[config.mk]
export PLATFORM = sky130hd
export DESIGN_NAME = pds_clock_control
export DESIGN_NICKNAME = d
export VERILOG_FILES = /design/src/inc/pds_pkg.sv /design/src/pds_divider.sv /design/src/pds_clock_control.sv
export SDC_FILE = /design/constraint.sdc
export NUM_CORES = 1
export LEC_CHECK = 0
export BUFFER_PORTS_ARGS = -buffer_cell sky130_fd_sc_hd__buf_2
export CAP_MARGIN = 10
export CORE_MARGIN = 2
export CORE_UTILIZATION = 45
export DETAILED_ROUTE_END_ITERATION = 10
export GPL_ROUTABILITY_DRIVEN = 0
export PLACE_DENSITY_LB_ADDON = 0.1
export SYNTH_ARGS = -nofsm -noshare
export SYNTH_HDL_FRONTEND = slang
export SYNTH_SLANG_ARGS = --single-unit
export TNS_END_PERCENT = 5
[constraint.sdc]
create_clock -name clk -period 8.1 [get_ports clk]
set_input_delay 1.215 -clock clk [delete_from_list [all_inputs] [get_ports clk]]
set_output_delay 1.215 -clock clk [all_outputs]
set_load 0.01 [all_outputs]
[src/inc/pds_pkg.sv]
// Shared constants, encodings and helper functions for the PLL divider and input select block.
package pds_pkg;

    // Register port widths.
    localparam int unsigned ADDR_W = 4;
    localparam int unsigned DATA_W = 16;
    localparam int unsigned NUM_DIV = 5;

    // Register indices on the plain register port.
    localparam logic [3:0] REG_CTRL = 4'h0;
    localparam logic [3:0] REG_IN_PRESCALE = 4'h1;
    localparam logic [3:0] REG_FB_PRESCALE = 4'h2;
    localparam logic [3:0] REG_LOCK_LEN = 4'h3;
    localparam logic [3:0] REG_OUT_DIV0 = 4'h4;
    localparam logic [3:0] REG_OUT_DIV4 = 4'h8;
    localparam logic [3:0] REG_STATUS = 4'h9;

    // Control register field positions.
    localparam int unsigned CTRL_BYPASS_BIT = 0;
    localparam int unsigned CTRL_FBIDX_LSB = 1;
    localparam int unsigned CTRL_FBIDX_MSB = 3;
    localparam int unsigned CTRL_RXMODE_LSB = 4;
    localparam int unsigned CTRL_RXMODE_MSB = 7;

    // Status register field positions.
    localparam int unsigned STAT_LOCKED_BIT = 0;
    localparam int unsigned STAT_REFERENCE_PAIR_SELECT_BIT = 1;
    localparam int unsigned STAT_FBSEL_BIT = 2;
    localparam int unsigned STAT_BYPASS_BIT = 3;

    // Divider ranges.
    localparam logic [8:0] PRE_MIN = 9'h001;
    localparam logic [8:0] PRE_MAX = 9'h028;
    localparam logic [8:0] OUT_MIN = 9'h002;
    localparam logic [8:0] OUT_MAX = 9'h050;
    localparam logic [8:0] LOCK_MIN = 9'h010;
    localparam logic [8:0] LOCK_MAX = 9'h100;
    localparam logic [8:0] FBIDX_MAX = 9'h004;

    // Reset values.
    localparam logic [5:0] PRE_RST = 6'h01;
    localparam logic [6:0] OUT_RST = 7'h02;
    localparam logic [8:0] LOCK_RST = 9'h010;
    localparam logic [2:0] FBIDX_RST = 3'h0;

    // Positions of the pin inputs inside the synchroniser vector.
    localparam int unsigned SYN_W = 7;
    localparam int unsigned SYN_REF0 = 0;
    localparam int unsigned SYN_REF1 = 1;
    localparam int unsigned SYN_FB0 = 2;
    localparam int unsigned SYN_FB1 = 3;
    localparam int unsigned SYN_VCO = 4;
    localparam int unsigned SYN_REFERENCE_PAIR_SELECT = 5;
    localparam int unsigned SYN_FBSEL = 6;

    // Input receiver modes; 1.8 V CMOS has its own code because its thresholds differ.
    typedef enum logic [3:0] {
        PDS_RX_LVTTL33 = 4'h0,
        PDS_RX_LVCMOS18 = 4'h1,
        PDS_RX_LVCMOS25 = 4'h2,
        PDS_RX_LVCMOS33 = 4'h3,
        PDS_RX_SSTL_HSTL = 4'h4,
        PDS_RX_DIFF_SSTL_HSTL = 4'h5,
        PDS_RX_LVDS = 4'h6,
        PDS_RX_LVPECL = 4'h7
    } pds_rx_mode_t;

    // Limits a written value to an inclusive range.
    function automatic logic [8:0] clamp_range(input logic [15:0] v, input logic [8:0] lo,
                                               input logic [8:0] hi);
        if (v < {7'h00, lo}) begin
            return lo;
        end
        if (v > {7'h00, hi}) begin
            return hi;
        end
        return v[8:0];
    endfunction

endpackage

[src/pds_divider.sv]
// Counting divider: a pulse every limit input ticks and a square wave toggling on that pulse.
module pds_divider (
    // Clock and control.
    input wire logic clk,
    input wire logic resetn,
    input wire logic ce,
    // Count input.
    input wire logic tick,
    input wire logic [5:0] limit,
    // Results.
    output logic pulse,
    output logic level
);

    typedef struct packed {
        logic [5:0] cnt;
        logic pulse;
        logic level;
    } pds_div_state_t;

    pds_div_state_t q;
    pds_div_state_t d;

    // Terminal count toggles the level, so an even overall ratio gives an even duty cycle.
    always_comb begin
        d = q;
        d.pulse = 1'b0;
        if (tick) begin
            if (q.cnt + 6'h01 >= limit) begin
                d.cnt = 6'h00;
                d.pulse = 1'b1;
                d.level = ~q.level;
            end else begin
                d.cnt = q.cnt + 6'h01;
            end
        end
    end

    // All divider state in one register.
    always_ff @(posedge clk) begin
        if (!resetn) begin
            q <= '0;
        end else if (ce) begin
            q <= d;
        end
    end

    assign pulse = q.pulse;
    assign level = q.level;

    // The square wave only ever changes together with the terminal pulse.
    chk_level_on_pulse: assert property (@(posedge clk) disable iff (!resetn)
        (q.level != $past(q.level)) |-> q.pulse)
        else $error("divider level moved without pulse");

endmodule

[src/pds_clock_control.sv]
// PLL frequency plan control: prescalers, five output dividers, feedback choice, bypass, lock.
//
// Contract
// - Every output divider takes any even ratio from 2 to 80 on its own.
// - Locked and not bypassed, output k runs at ref times N times Vfbk over M times Vk.
// - Any output divider may close the feedback loop, even one that also drives an output.
// - With bypass high the input prescaler output feeds all output dividers directly.
// - In bypass each output ratio acts as half its setting, so output is 2 ref over M Vk.
// - In bypass there is no lock detection and no skew generation.
// - The reference select pin picks the first reference pair at 0, the second at 1.
// - The feedback select pin picks the first feedback pair at 0, the second at 1.
// - The receiver mode has its own code for 1.8 V CMOS input.
// - The input prescaler takes any integer ratio from 1 to 40.
// - The feedback prescaler takes any integer ratio from 1 to 40.
// - Active-low lock asserts after 16 to 256 good compare cycles and drops at once on loss.
module pds_clock_control (
    // Clock, reset and clock enable.
    input wire logic clk,
    input wire logic resetn,
    input wire logic ce,
    // Register port.
    input wire logic [pds_pkg::ADDR_W-1:0] reg_addr,
    input wire logic [pds_pkg::DATA_W-1:0] reg_wdata,
    input wire logic reg_wr,
    input wire logic reg_rd,
    output logic [pds_pkg::DATA_W-1:0] reg_rdata,
    // Reference and feedback receivers and oscillator tap.
    input wire logic first_reference_pair,
    input wire logic second_reference_pair,
    input wire logic first_feedback_pair,
    input wire logic second_feedback_pair,
    input wire logic vco_tap,
    // Input pair selector pins.
    input wire logic reference_pair_select,
    input wire logic feedback_pair_select,
    // Divided clocks.
    output logic [pds_pkg::NUM_DIV-1:0] out_clk,
    output logic feedback_clk_out,
    // Loop status and analog controls.
    output logic lock_n,
    output logic pump_up,
    output logic pump_dn,
    output logic skew_enable,
    output logic [3:0] rx_mode,
    output logic ref_pair_active,
    output logic fb_pair_active
);

    typedef struct packed {
        logic [pds_pkg::SYN_W-1:0] s1;
        logic [pds_pkg::SYN_W-1:0] s2;
        logic [pds_pkg::SYN_W-1:0] s3;
        logic bypass;
        logic [2:0] fb_idx;
        logic [3:0] rx_mode;
        logic [5:0] m_ratio;
        logic [5:0] n_ratio;
        logic [8:0] lock_len;
        logic [pds_pkg::NUM_DIV-1:0][6:0] v_ratio;
        logic [pds_pkg::DATA_W-1:0] rd_data;
        logic [pds_pkg::NUM_DIV-1:0] out_clk;
        logic fb_clk;
        logic [1:0] n_since;
        logic [8:0] lock_cnt;
        logic locked;
        logic lock_n;
        logic pump_up;
        logic pump_dn;
        logic skew_en;
        logic ref_sel;
        logic fb_sel;
    } pds_state_t;

    pds_state_t q;
    pds_state_t d;

    logic [pds_pkg::SYN_W-1:0] edge_seen;
    logic ref_tick;
    logic fb_tick;
    logic v_tick;
    logic m_pulse;
    logic n_pulse;
    logic [pds_pkg::NUM_DIV-1:0] v_level;
    logic [1:0] n_eff;
    logic [2:0] wr_idx;

    // Edges are taken on the second and third stages; the first stage feeds only the second.
    assign edge_seen = q.s2 ^ q.s3;
    assign ref_tick = q.s2[pds_pkg::SYN_REFERENCE_PAIR_SELECT] ? edge_seen[pds_pkg::SYN_REF1] :
                      edge_seen[pds_pkg::SYN_REF0];
    assign fb_tick = q.s2[pds_pkg::SYN_FBSEL] ? edge_seen[pds_pkg::SYN_FB1] :
                     edge_seen[pds_pkg::SYN_FB0];
    // Bypass steers the prescaled reference into the output dividers instead of the oscillator.
    assign v_tick = q.bypass ? m_pulse : edge_seen[pds_pkg::SYN_VCO];
    assign n_eff = q.n_since + {1'b0, n_pulse};
    assign wr_idx = 3'(reg_addr - pds_pkg::REG_OUT_DIV0);

    // Input prescaler counts both reference edges, so its pulse rate is twice ref over M.
    pds_divider u_in_prescale (
        .clk(clk),
        .resetn(resetn),
        .ce(ce),
        .tick(ref_tick),
        .limit(q.m_ratio),
        .pulse(m_pulse),
        .level()
    );

    // Feedback prescaler counts both edges of the returned feedback clock.
    pds_divider u_fb_prescale (
        .clk(clk),
        .resetn(resetn),
        .ce(ce),
        .tick(fb_tick),
        .limit(q.n_ratio),
        .pulse(n_pulse),
        .level()
    );

    // Output dividers toggle every half ratio ticks; with doubled bypass ticks the ratio halves.
    for (genvar k = 0; k < pds_pkg::NUM_DIV; k++) begin : g_out_div
        pds_divider u_out_div (
            .clk(clk),
            .resetn(resetn),
            .ce(ce),
            .tick(v_tick),
            .limit(q.v_ratio[k][6:1]),
            .pulse(),
            .level(v_level[k])
        );
    end

    // Next state: synchronisers, register port, clock outputs, lock detect and pump.
    always_comb begin
        d = q;
        d.s1 = {feedback_pair_select, reference_pair_select, vco_tap, second_feedback_pair,
                first_feedback_pair, second_reference_pair, first_reference_pair};
        d.s2 = q.s1;
        d.s3 = q.s2;
        d.rd_data = '0;
        if (reg_wr) begin
            if (reg_addr == pds_pkg::REG_CTRL) begin
                d.bypass = reg_wdata[pds_pkg::CTRL_BYPASS_BIT];
                d.fb_idx = 3'(pds_pkg::clamp_range(
                    {13'h0000, reg_wdata[pds_pkg::CTRL_FBIDX_MSB:pds_pkg::CTRL_FBIDX_LSB]},
                    9'h000, pds_pkg::FBIDX_MAX));
                // Undefined receiver codes are ignored so the receiver never sees them.
                if (reg_wdata[pds_pkg::CTRL_RXMODE_MSB:pds_pkg::CTRL_RXMODE_LSB] <=
                    pds_pkg::PDS_RX_LVPECL) begin
                    d.rx_mode = reg_wdata[pds_pkg::CTRL_RXMODE_MSB:pds_pkg::CTRL_RXMODE_LSB];
                end
            end else if (reg_addr == pds_pkg::REG_IN_PRESCALE) begin
                d.m_ratio = 6'(pds_pkg::clamp_range(reg_wdata, pds_pkg::PRE_MIN,
                                                    pds_pkg::PRE_MAX));
            end else if (reg_addr == pds_pkg::REG_FB_PRESCALE) begin
                d.n_ratio = 6'(pds_pkg::clamp_range(reg_wdata, pds_pkg::PRE_MIN,
                                                    pds_pkg::PRE_MAX));
            end else if (reg_addr == pds_pkg::REG_LOCK_LEN) begin
                d.lock_len = pds_pkg::clamp_range(reg_wdata, pds_pkg::LOCK_MIN,
                                                  pds_pkg::LOCK_MAX);
            end else if (reg_addr >= pds_pkg::REG_OUT_DIV0 &&
                         reg_addr <= pds_pkg::REG_OUT_DIV4) begin
                // Odd requests round down to even so the duty cycle stays symmetric.
                d.v_ratio[wr_idx] = 7'(pds_pkg::clamp_range(reg_wdata, pds_pkg::OUT_MIN,
                                                            pds_pkg::OUT_MAX)) & 7'h7E;
            end
        end
        if (reg_rd) begin
            if (reg_addr == pds_pkg::REG_CTRL) begin
                d.rd_data = {8'h00, q.rx_mode, q.fb_idx, q.bypass};
            end else if (reg_addr == pds_pkg::REG_IN_PRESCALE) begin
                d.rd_data = {10'h000, q.m_ratio};
            end else if (reg_addr == pds_pkg::REG_FB_PRESCALE) begin
                d.rd_data = {10'h000, q.n_ratio};
            end else if (reg_addr == pds_pkg::REG_LOCK_LEN) begin
                d.rd_data = {7'h00, q.lock_len};
            end else if (reg_addr >= pds_pkg::REG_OUT_DIV0 &&
                         reg_addr <= pds_pkg::REG_OUT_DIV4) begin
                d.rd_data = {9'h000, q.v_ratio[wr_idx]};
            end else if (reg_addr == pds_pkg::REG_STATUS) begin
                d.rd_data = {12'h000, q.bypass, q.fb_sel, q.ref_sel, q.locked};
            end
        end
        // Output clocks and the loop-closing clock are registered copies of the divider waves.
        d.out_clk = v_level;
        d.fb_clk = v_level[q.fb_idx];
        d.ref_sel = q.s2[pds_pkg::SYN_REFERENCE_PAIR_SELECT];
        d.fb_sel = q.s2[pds_pkg::SYN_FBSEL];
        d.skew_en = ~q.bypass;
        if (q.bypass) begin
            // Without the loop there is nothing to compare, so lock and pump are held off.
            d.locked = 1'b0;
            d.lock_cnt = 9'h000;
            d.n_since = 2'h0;
            d.pump_up = 1'b0;
            d.pump_dn = 1'b0;
        end else begin
            if (m_pulse) begin
                d.n_since = 2'h0;
                if (n_eff == 2'h1) begin
                    if (q.lock_cnt < q.lock_len) begin
                        d.lock_cnt = q.lock_cnt + 9'h001;
                    end
                end else begin
                    d.lock_cnt = 9'h000;
                    d.locked = 1'b0;
                end
            end else if (n_pulse) begin
                d.n_since = (q.n_since == 2'h3) ? 2'h3 : q.n_since + 2'h1;
                // Two feedback pulses in one reference slot is a frequency error at once.
                if (n_eff >= 2'h2) begin
                    d.lock_cnt = 9'h000;
                    d.locked = 1'b0;
                end
            end
            if (d.lock_cnt >= q.lock_len) begin
                d.locked = 1'b1;
            end
            // Pump steers the oscillator; a pulse on one side cancels a pending one on the other.
            if (m_pulse && !n_pulse) begin
                d.pump_up = ~q.pump_dn;
                d.pump_dn = 1'b0;
            end else if (n_pulse && !m_pulse) begin
                d.pump_dn = ~q.pump_up;
                d.pump_up = 1'b0;
            end
        end
        d.lock_n = ~d.locked;
    end

    // All state in one register; the clock enable freezes everything.
    always_ff @(posedge clk) begin
        if (!resetn) begin
            q <= '0;
            q.m_ratio <= pds_pkg::PRE_RST;
            q.n_ratio <= pds_pkg::PRE_RST;
            q.lock_len <= pds_pkg::LOCK_RST;
            q.v_ratio <= {pds_pkg::NUM_DIV{pds_pkg::OUT_RST}};
            q.fb_idx <= pds_pkg::FBIDX_RST;
            q.rx_mode <= pds_pkg::PDS_RX_LVCMOS33;
            q.lock_n <= 1'b1;
            q.skew_en <= 1'b1;
        end else if (ce) begin
            q <= d;
        end
    end

    // Every output is a field of the state register.
    assign reg_rdata = q.rd_data;
    assign out_clk = q.out_clk;
    assign feedback_clk_out = q.fb_clk;
    assign lock_n = q.lock_n;
    assign pump_up = q.pump_up;
    assign pump_dn = q.pump_dn;
    assign skew_enable = q.skew_en;
    assign rx_mode = q.rx_mode;
    assign ref_pair_active = q.ref_sel;
    assign fb_pair_active = q.fb_sel;

    // Checks on the stored plan and on the loop status.
    chk_out_ratio_even: assert property (@(posedge clk) disable iff (!resetn)
        ce && reg_wr && reg_addr == pds_pkg::REG_OUT_DIV0 |=>
        q.v_ratio[0][0] == 1'b0 && q.v_ratio[0] >= 7'h02 && q.v_ratio[0] <= 7'h50)
        else $error("output ratio not even in range");
    chk_prescale_range: assert property (@(posedge clk) disable iff (!resetn)
        q.m_ratio >= 6'h01 && q.m_ratio <= 6'h28 && q.n_ratio >= 6'h01 &&
        q.n_ratio <= 6'h28)
        else $error("prescale ratio out of range");
    // The wave was picked with last cycle's index; a control write may have moved it since.
    chk_fb_route: assert property (@(posedge clk) disable iff (!resetn)
        ce |=> q.fb_clk == q.out_clk[$past(q.fb_idx)])
        else $error("feedback clock not from chosen divider");
    chk_bypass_feed: assert property (@(posedge clk) disable iff (!resetn)
        ce && q.bypass && !m_pulse |=> $stable(v_level))
        else $error("divider moved without prescaler pulse in bypass");
    chk_bypass_nolock: assert property (@(posedge clk) disable iff (!resetn)
        ce && q.bypass |=> q.lock_n && !q.skew_en)
        else $error("lock or skew active in bypass");
    chk_ref_select: assert property (@(posedge clk) disable iff (!resetn)
        ce ##1 ce |-> ref_pair_active == $past(q.s2[pds_pkg::SYN_REFERENCE_PAIR_SELECT], 1))
        else $error("reference pair select wrong");
    chk_fb_select: assert property (@(posedge clk) disable iff (!resetn)
        ce ##1 ce |-> fb_pair_active == $past(q.s2[pds_pkg::SYN_FBSEL], 1))
        else $error("feedback pair select wrong");
    chk_rx_cmos18: assert property (@(posedge clk) disable iff (!resetn)
        ce && reg_wr && reg_addr == pds_pkg::REG_CTRL &&
        reg_wdata[7:4] == pds_pkg::PDS_RX_LVCMOS18 |=> rx_mode == pds_pkg::PDS_RX_LVCMOS18)
        else $error("1.8 V receiver code not applied");
    chk_lock_after_count: assert property (@(posedge clk) disable iff (!resetn)
        $fell(lock_n) |-> q.lock_cnt >= q.lock_len && q.lock_len >= 9'h010)
        else $error("lock asserted before count");
    chk_lock_drop: assert property (@(posedge clk) disable iff (!resetn)
        ce && !q.bypass && m_pulse && n_eff != 2'h1 |=> lock_n)
        else $error("lock not dropped on loss");

    // Main scenarios.
    cov_locked: cover property (@(posedge clk) disable iff (!resetn) $fell(lock_n));
    cov_bypass_out: cover property (@(posedge clk) disable iff (!resetn)
        q.bypass && $rose(out_clk[0]));
    cov_fb_shared: cover property (@(posedge clk) disable iff (!resetn)
        q.fb_idx == 3'h4 && $rose(feedback_clk_out));
    cov_second_ref: cover property (@(posedge clk) disable iff (!resetn)
        ref_pair_active && $rose(out_clk[0]));

endmodule

Word-level counts from Yosys, hierarchy flattened
Cells that the tools add are included.

Output and inout port bits: 32. Logic and storage cells: 237. Flip-flop bits (word level): 174. Bits of input ports: 32.

Magnitude comparators: 23. Reduce and logical (&&, ||, !) cells: 27. $add $sub $neg: 11. Equal/unequal tests: 6. Mux-type cells: 112. Bitwise gates (word level): 16.

Operators by type and width (count): 9-bit 2-to-1 mux (11); 7-bit 2-to-1 mux (13); 6-bit 2-to-1 mux (13); 1-bit 2-to-1 mux (55); 12-bit 2-to-1 mux (4); 6-bit by 1-bit adder with 6-bit output (second input constant) (7); 6-bit greater-or-equal comparator (7); 35-bit bitwise mux (1); 3-bit AND reduction (8); 7-bit binary-select mux with 3-bit select (1); 7-bit demux with 3-bit select (1); 16-bit by 6-bit greater-than comparator with 1-bit output (second input constant) (1); 16-bit by 7-bit greater-than comparator with 1-bit output (second input constant) (1); 16-bit by 9-bit greater-than comparator with 1-bit output (second input constant) (1); 16-bit by 1-bit less-than comparator with 1-bit output (second input constant) (1); 16-bit by 2-bit less-than comparator with 1-bit output (second input constant) (1); 16-bit by 5-bit less-than comparator with 1-bit output (second input constant) (1); 2-bit 2-to-1 mux (8); 1-bit inverter (15); 10-bit 2-to-1 mux (1); 2-bit AND reduction (5); 9-bit by 1-bit adder with 9-bit output (second input constant) (1); 9-bit greater-or-equal comparator (1); 9-bit less-than comparator (1); other kinds (27) (36).

Depth between registers and ports, before layout
Word-level depth: 24. Mapped depth: 14. Depth with buffers taken out: 14.

Hierarchy
From an unflattened synthesis, not the netlist that was laid out.

Cells, all modules: 1238. Area, all modules: 10157.2 µm².

By module, submodules not included: pds_clock_control (cells an instance 741, times used 1, seq. area each 2222.1 µm², area each 5970.7 µm²); pds_divider (cells an instance 71, times used 7, seq. area each 160.2 µm², area each 598.1 µm²).

Least setup slack after synthesis
Ideal clock, no wire load.

Kind: flip-flop to flip-flop. Start point: register q[82] (netlist bit). End point: register lock_n (netlist name). Library setup time: 59 ps. Slack: 5110 ps. Arrival time: 2931 ps. Cell stages (with the launch flop): 15. Path buffers: 1. Clock period less this slack: 2990 ps. Data required time: 8041 ps. Path through: dfxtp_1 -> inv_1 -> ha_1 -> a211oi_1 -> nand2_1 -> o21ai_1 -> clkbuf_1 -> a31oi_1 -> o21ai_0 -> o31ai_1 -> ha_1 -> a2111oi_0 -> o21ai_0 -> a31oi_1 -> o31a_1.

Longest elaborated chain between the ends: 9.

RTL lines: start, declared (line pds_clock_control.sv:74) `pds_state_t q;`; 9-bit less-than comparator (line pds_clock_control.sv:201) `if (q.lock_cnt < q.lock_len) begin`; 9-bit 2-to-1 mux (line pds_clock_control.sv:201); 9-bit 2-to-1 mux (line pds_clock_control.sv:200) `if (n_eff == 2'h1) begin`; 12-bit 2-to-1 mux (line pds_clock_control.sv:198) `if (m_pulse) begin`; 12-bit 2-to-1 mux (line pds_clock_control.sv:190) `if (q.bypass) begin`; 9-bit greater-or-equal comparator (*) (line pds_clock_control.sv:216) `if (d.lock_cnt >= q.lock_len) begin`; 1-bit 2-to-1 mux (*) (line pds_clock_control.sv:216); 12-bit 2-to-1 mux (*) (line pds_clock_control.sv:190); 1-bit inverter (*) (line pds_clock_control.sv:228) `d.lock_n = ~d.locked;`.

Every way passes the cells marked *; elsewhere a longest branch is shown, timed or not. The select of a mux whose other input is x is not followed. A chain may end at the register's enable or synchronous reset.

Final worst setup path
Start point: register q[82] (netlist bit). End point: register lock_n (netlist name).

Longest elaborated chain between the ends: 9.

RTL lines (line): 9-bit less-than comparator (pds_clock_control.sv:201); 9-bit 2-to-1 mux (pds_clock_control.sv:201); 9-bit 2-to-1 mux (pds_clock_control.sv:200); 12-bit 2-to-1 mux (pds_clock_control.sv:198); 12-bit 2-to-1 mux (pds_clock_control.sv:190); 9-bit greater-or-equal comparator (*) (pds_clock_control.sv:216); 1-bit 2-to-1 mux (*) (pds_clock_control.sv:216); 12-bit 2-to-1 mux (*) (pds_clock_control.sv:190); 1-bit inverter (*) (pds_clock_control.sv:228).

Marks and branches as above.

==> flow_summary_export.csv <==
group,metric,value,unit
worst_setup_path,worstSetupStartpointType,"register",
die,die-height,148,um
timing,period_minus_slack,3.60,ns
grt,grt_pass1_vias,7132,
cts,root_buffer,"clkbuf_16",
placed_design,portBuffers,56,
yosys,synth_xor_area_share,6.65,%
yosys,ys_seq_area_share,34.3,%
cts,htree_num_levels,4,
die,pin_count,64,
timing,tightest_slew,1.09,ns
route,wl_per_cell,16.9,um
timing,slew_headroom,26.9,%
grt,antenna_found_initial,1,
yosys,yosysWarnings,0,
route,first_iter_violations,471,
die,start_util,46.0,%
cells_and_area,syn_to_final_growth,9.32,%
yosys,post-synth-top-area-cell,"dfxtp_1",
placed_design,dp_hpwl,16.9,mm
cts,cts_tree,"built",
yosys,synth.top_cell.area_share,34.3,%
grt,grt_pass1_wl,38.5,mm
power_and_ir_drop,vdd_ir_drop_max,130,uV
grt,overflow,0,
cts,cts_buffers,17,
cts,cts_sinks,160,
route,drc_errors,0,
yosys,synth_top_family_by_area,"simple AND/OR/NAND/NOR gates",
cells_and_area,stdcell_count,1412,
die,rows,52,
grt,track_usage,22.2,%
yosys,ys_async_sr_fraction,0,%
worst_setup_path,cp.arrival,3.99,ns
cells_and_area,drive_gt1_share,10.6,%
yosys,syn_avg_cell_area,8.32,um2
placed_design,placed_cells,1380,
yosys,yosys_register_bits,160,
yosys,synth_flop_cell,"dfxtp_1",
grt,grt_max_degree,57,
timing,slew_violations,0,
cells_and_area,n_antenna_cell,0,
route,drtAntennaViolNets,0,
yosys,muxShareOfSynthArea,5.77,%
min_path,min_path_type,"register to register",
cells_and_area,nFillCells,2020,
timing,setup_tns,0,ns
cells_and_area,fin_nets,1229,
power_and_ir_drop,p_leak,4.10,nW
timing,max_freq,278,MHz
timing,rsz0062_at_grt,"no",
worst_setup_path,slowest_delay,0.69,ns
timing,finalHoldViolCount,0,
worst_setup_path,crit_chain,"inv_1, ha_1, a211oi_1, nand2_1, o21ai_1, a31oi_1, o21ai_0, o31ai_1, ha_1, a2111oi_0, o21ai_0, a31oi_1, o31a_1",
yosys,syn_inst,1123,
worst_setup_path,critPathSlowestCell,"o21ai_1",
power_and_ir_drop,totalPowerFinal,1.80,mW
timing,setup_viol,0,
yosys,yosysMostFrequentCell,"dfxtp_1",
worst_setup_path,crit_buf_inv,1,
cts,insertion_delay,0.44,ns
yosys,synth_compound_area_share,17.6,%
yosys,synth_common_cells,"dfxtp_1 (160), nand2_1 (130), nor2_1 (113)",
cts,hold_buffers,0,
die,die-area,21900,um2
timing,post-route-period-util,44.5,%
worst_setup_path,required,8.48,ns
yosys,syn-cell-area,9350,um2
die,coreArea,20300,um2
route,vias,7770,
worst_setup_path,crit_type,"register to register",
yosys,synth-simple-area-share,19.7,%
worst_setup_path,crit_family,"compound AO/OA/AOI/OAI gates",
route,drt_wl_total,23.9,mm
run_status,outcome,"finished, final reports clean",
power_and_ir_drop,powerDensity,176,nW/um2
cts,post_cts_resize_count,0,
cts,cts_setup_buffers,0,
route,viasPerCell,5.50,
yosys,synthDistinctLibCells,75,
die,dieWidth,148,um
cts,clk_pin_slew_worst_paths,0.07,ns
route,firstDrtPassIters,7,
worst_setup_path,cp-end-kind,"register",
timing,fin_skew,0.0122,ns
yosys,netlist_top_cells_area,"dfxtp_1 (34%), ha_1 (9.1%), nand2_1 (5.2%)",
yosys,synth-edff-count,0,
flow_run,max_cap_violations,0,
cts,ctsLongestPathBuffers,2,
worst_setup_path,cp_max_fo,14,
yosys,synth-adder-area-share,9.10,%
==> cell families (layout without fill, tap and decap cells) <==
| kind of cell | after synthesis | after routing |
|---|---|---|
| AOI/OAI and AO/OA | 257 | 257 |
| other | 1 | 7 |
| DFF | 160 | 160 |
| and+or+nand+nor | 385 | 385 |
| muxes | 45 | 45 |
| adders and majority gates | 68 | 68 |
| xor gates and xnor gates | 71 | 71 |
| buffers and inverters | 136 | 149 |
==> sequential cells by signal (all words and copies together), names as in the netlist <==
signal                     count
d                             14
fb_pair_active                 1
feedback_clk_out               1
g_out_div.u_out_div.level      5
g_out_div.u_out_div.q         30
lock_n                         1
out_clk                        5
pump_dn                        1
pump_up                        1
q                             72
ref_pair_active                1
reg_rdata                      9
rx_mode                        4
skew_enable                    1
u_fb_prescale.pulse            1
u_fb_prescale.q                6
u_in_prescale.pulse            1
u_in_prescale.q                6
==> per-layer routing <==
layer	share of wire [%]	routed length (um)	track usage, %
met4	2.2	521	8.24
met3	5.0	1190	4.08
met5	0.054	13	0
met2	42	10000	32.4
met1	51	12200	32.5
==> tightest hold or removal path: cells and delay by family, from the launching register on <==
family | cells | cell delay [ns]
flip-flops | 1 | 0.33
AND/OR/NAND/NOR | 2 | 0.09
==> through the flow <==
step	worst slack (ns)	hold WS (ns)	cell area (um2)	util, %
2_1_floorplan	5.11	0.423	9370	-
6_report	4.50	0.458	10200	50.3
5_1_grt	4.14	0.483	10200	50.3
3_5_place_dp	4.44	0.450	9600	47.3
4_1_cts	4.52	0.461	10200	50.3
3_3_place_gp	4.32	0.443	9600	47.3
==> area by class of cell <==
cell class / instances / area [um2] / area share, %
Sequential cell: 160 / 3200 / 31.3
Multi-Input combinational cell: 833 / 5530 / 54.1
Inverter: 56 / 210 / 2.06
Timing Repair Buffer: 61 / 318 / 3.11
Clock buffer: 17 / 425 / 4.16
Tap cell: 270 / 338 / 3.31
Clock inverter: 15 / 196 / 1.92
==> path summary, 6_finish.rpt <==
path / start / end / slack (ns) / cells after the start
min reg2reg: rx_mode[3]$_SDFFE_PN0P_ / rx_mode[3]$_SDFFE_PN0P_ / 0.46 / 2
max reg2reg: q[82]$_SDFFE_PN0P_ / lock_n$_SDFFE_PN1P_ / 4.50 / 13
min: rx_mode[3]$_SDFFE_PN0P_ / rx_mode[3]$_SDFFE_PN0P_ / 0.46 / 2
max: q[82]$_SDFFE_PN0P_ / lock_n$_SDFFE_PN1P_ / 4.50 / 13
==> where the power goes <==
part	leakage [nW]	switching [mW]	internal [mW]	total, mW
registers	1.29	0.0117	0.797	0.808
logic	2.51	0.0800	0.0414	0.121
clock network	0.301	0.373	0.496	0.869
total	4.10	0.464	1.33	1.80
==> cells in the final DEF (no fill, tap or decap), drive strengths merged, types with 11 or more instances in the layout <==
cell type,count
a211oi,13
a21o,12
a21oi,71
a31oi,16
and3,18
buf,61
clkbuf,17
dfxtp,160
ha,68
inv,63
mux2i,37
nand2,133
nand2b,21
nand3,26
nor2,115
nor2b,11
nor3,12
o21ai,59
o22ai,11
o31ai,11
xnor2,17
xor2,54
No activity file was read; power rests on OpenSTA's default activity.
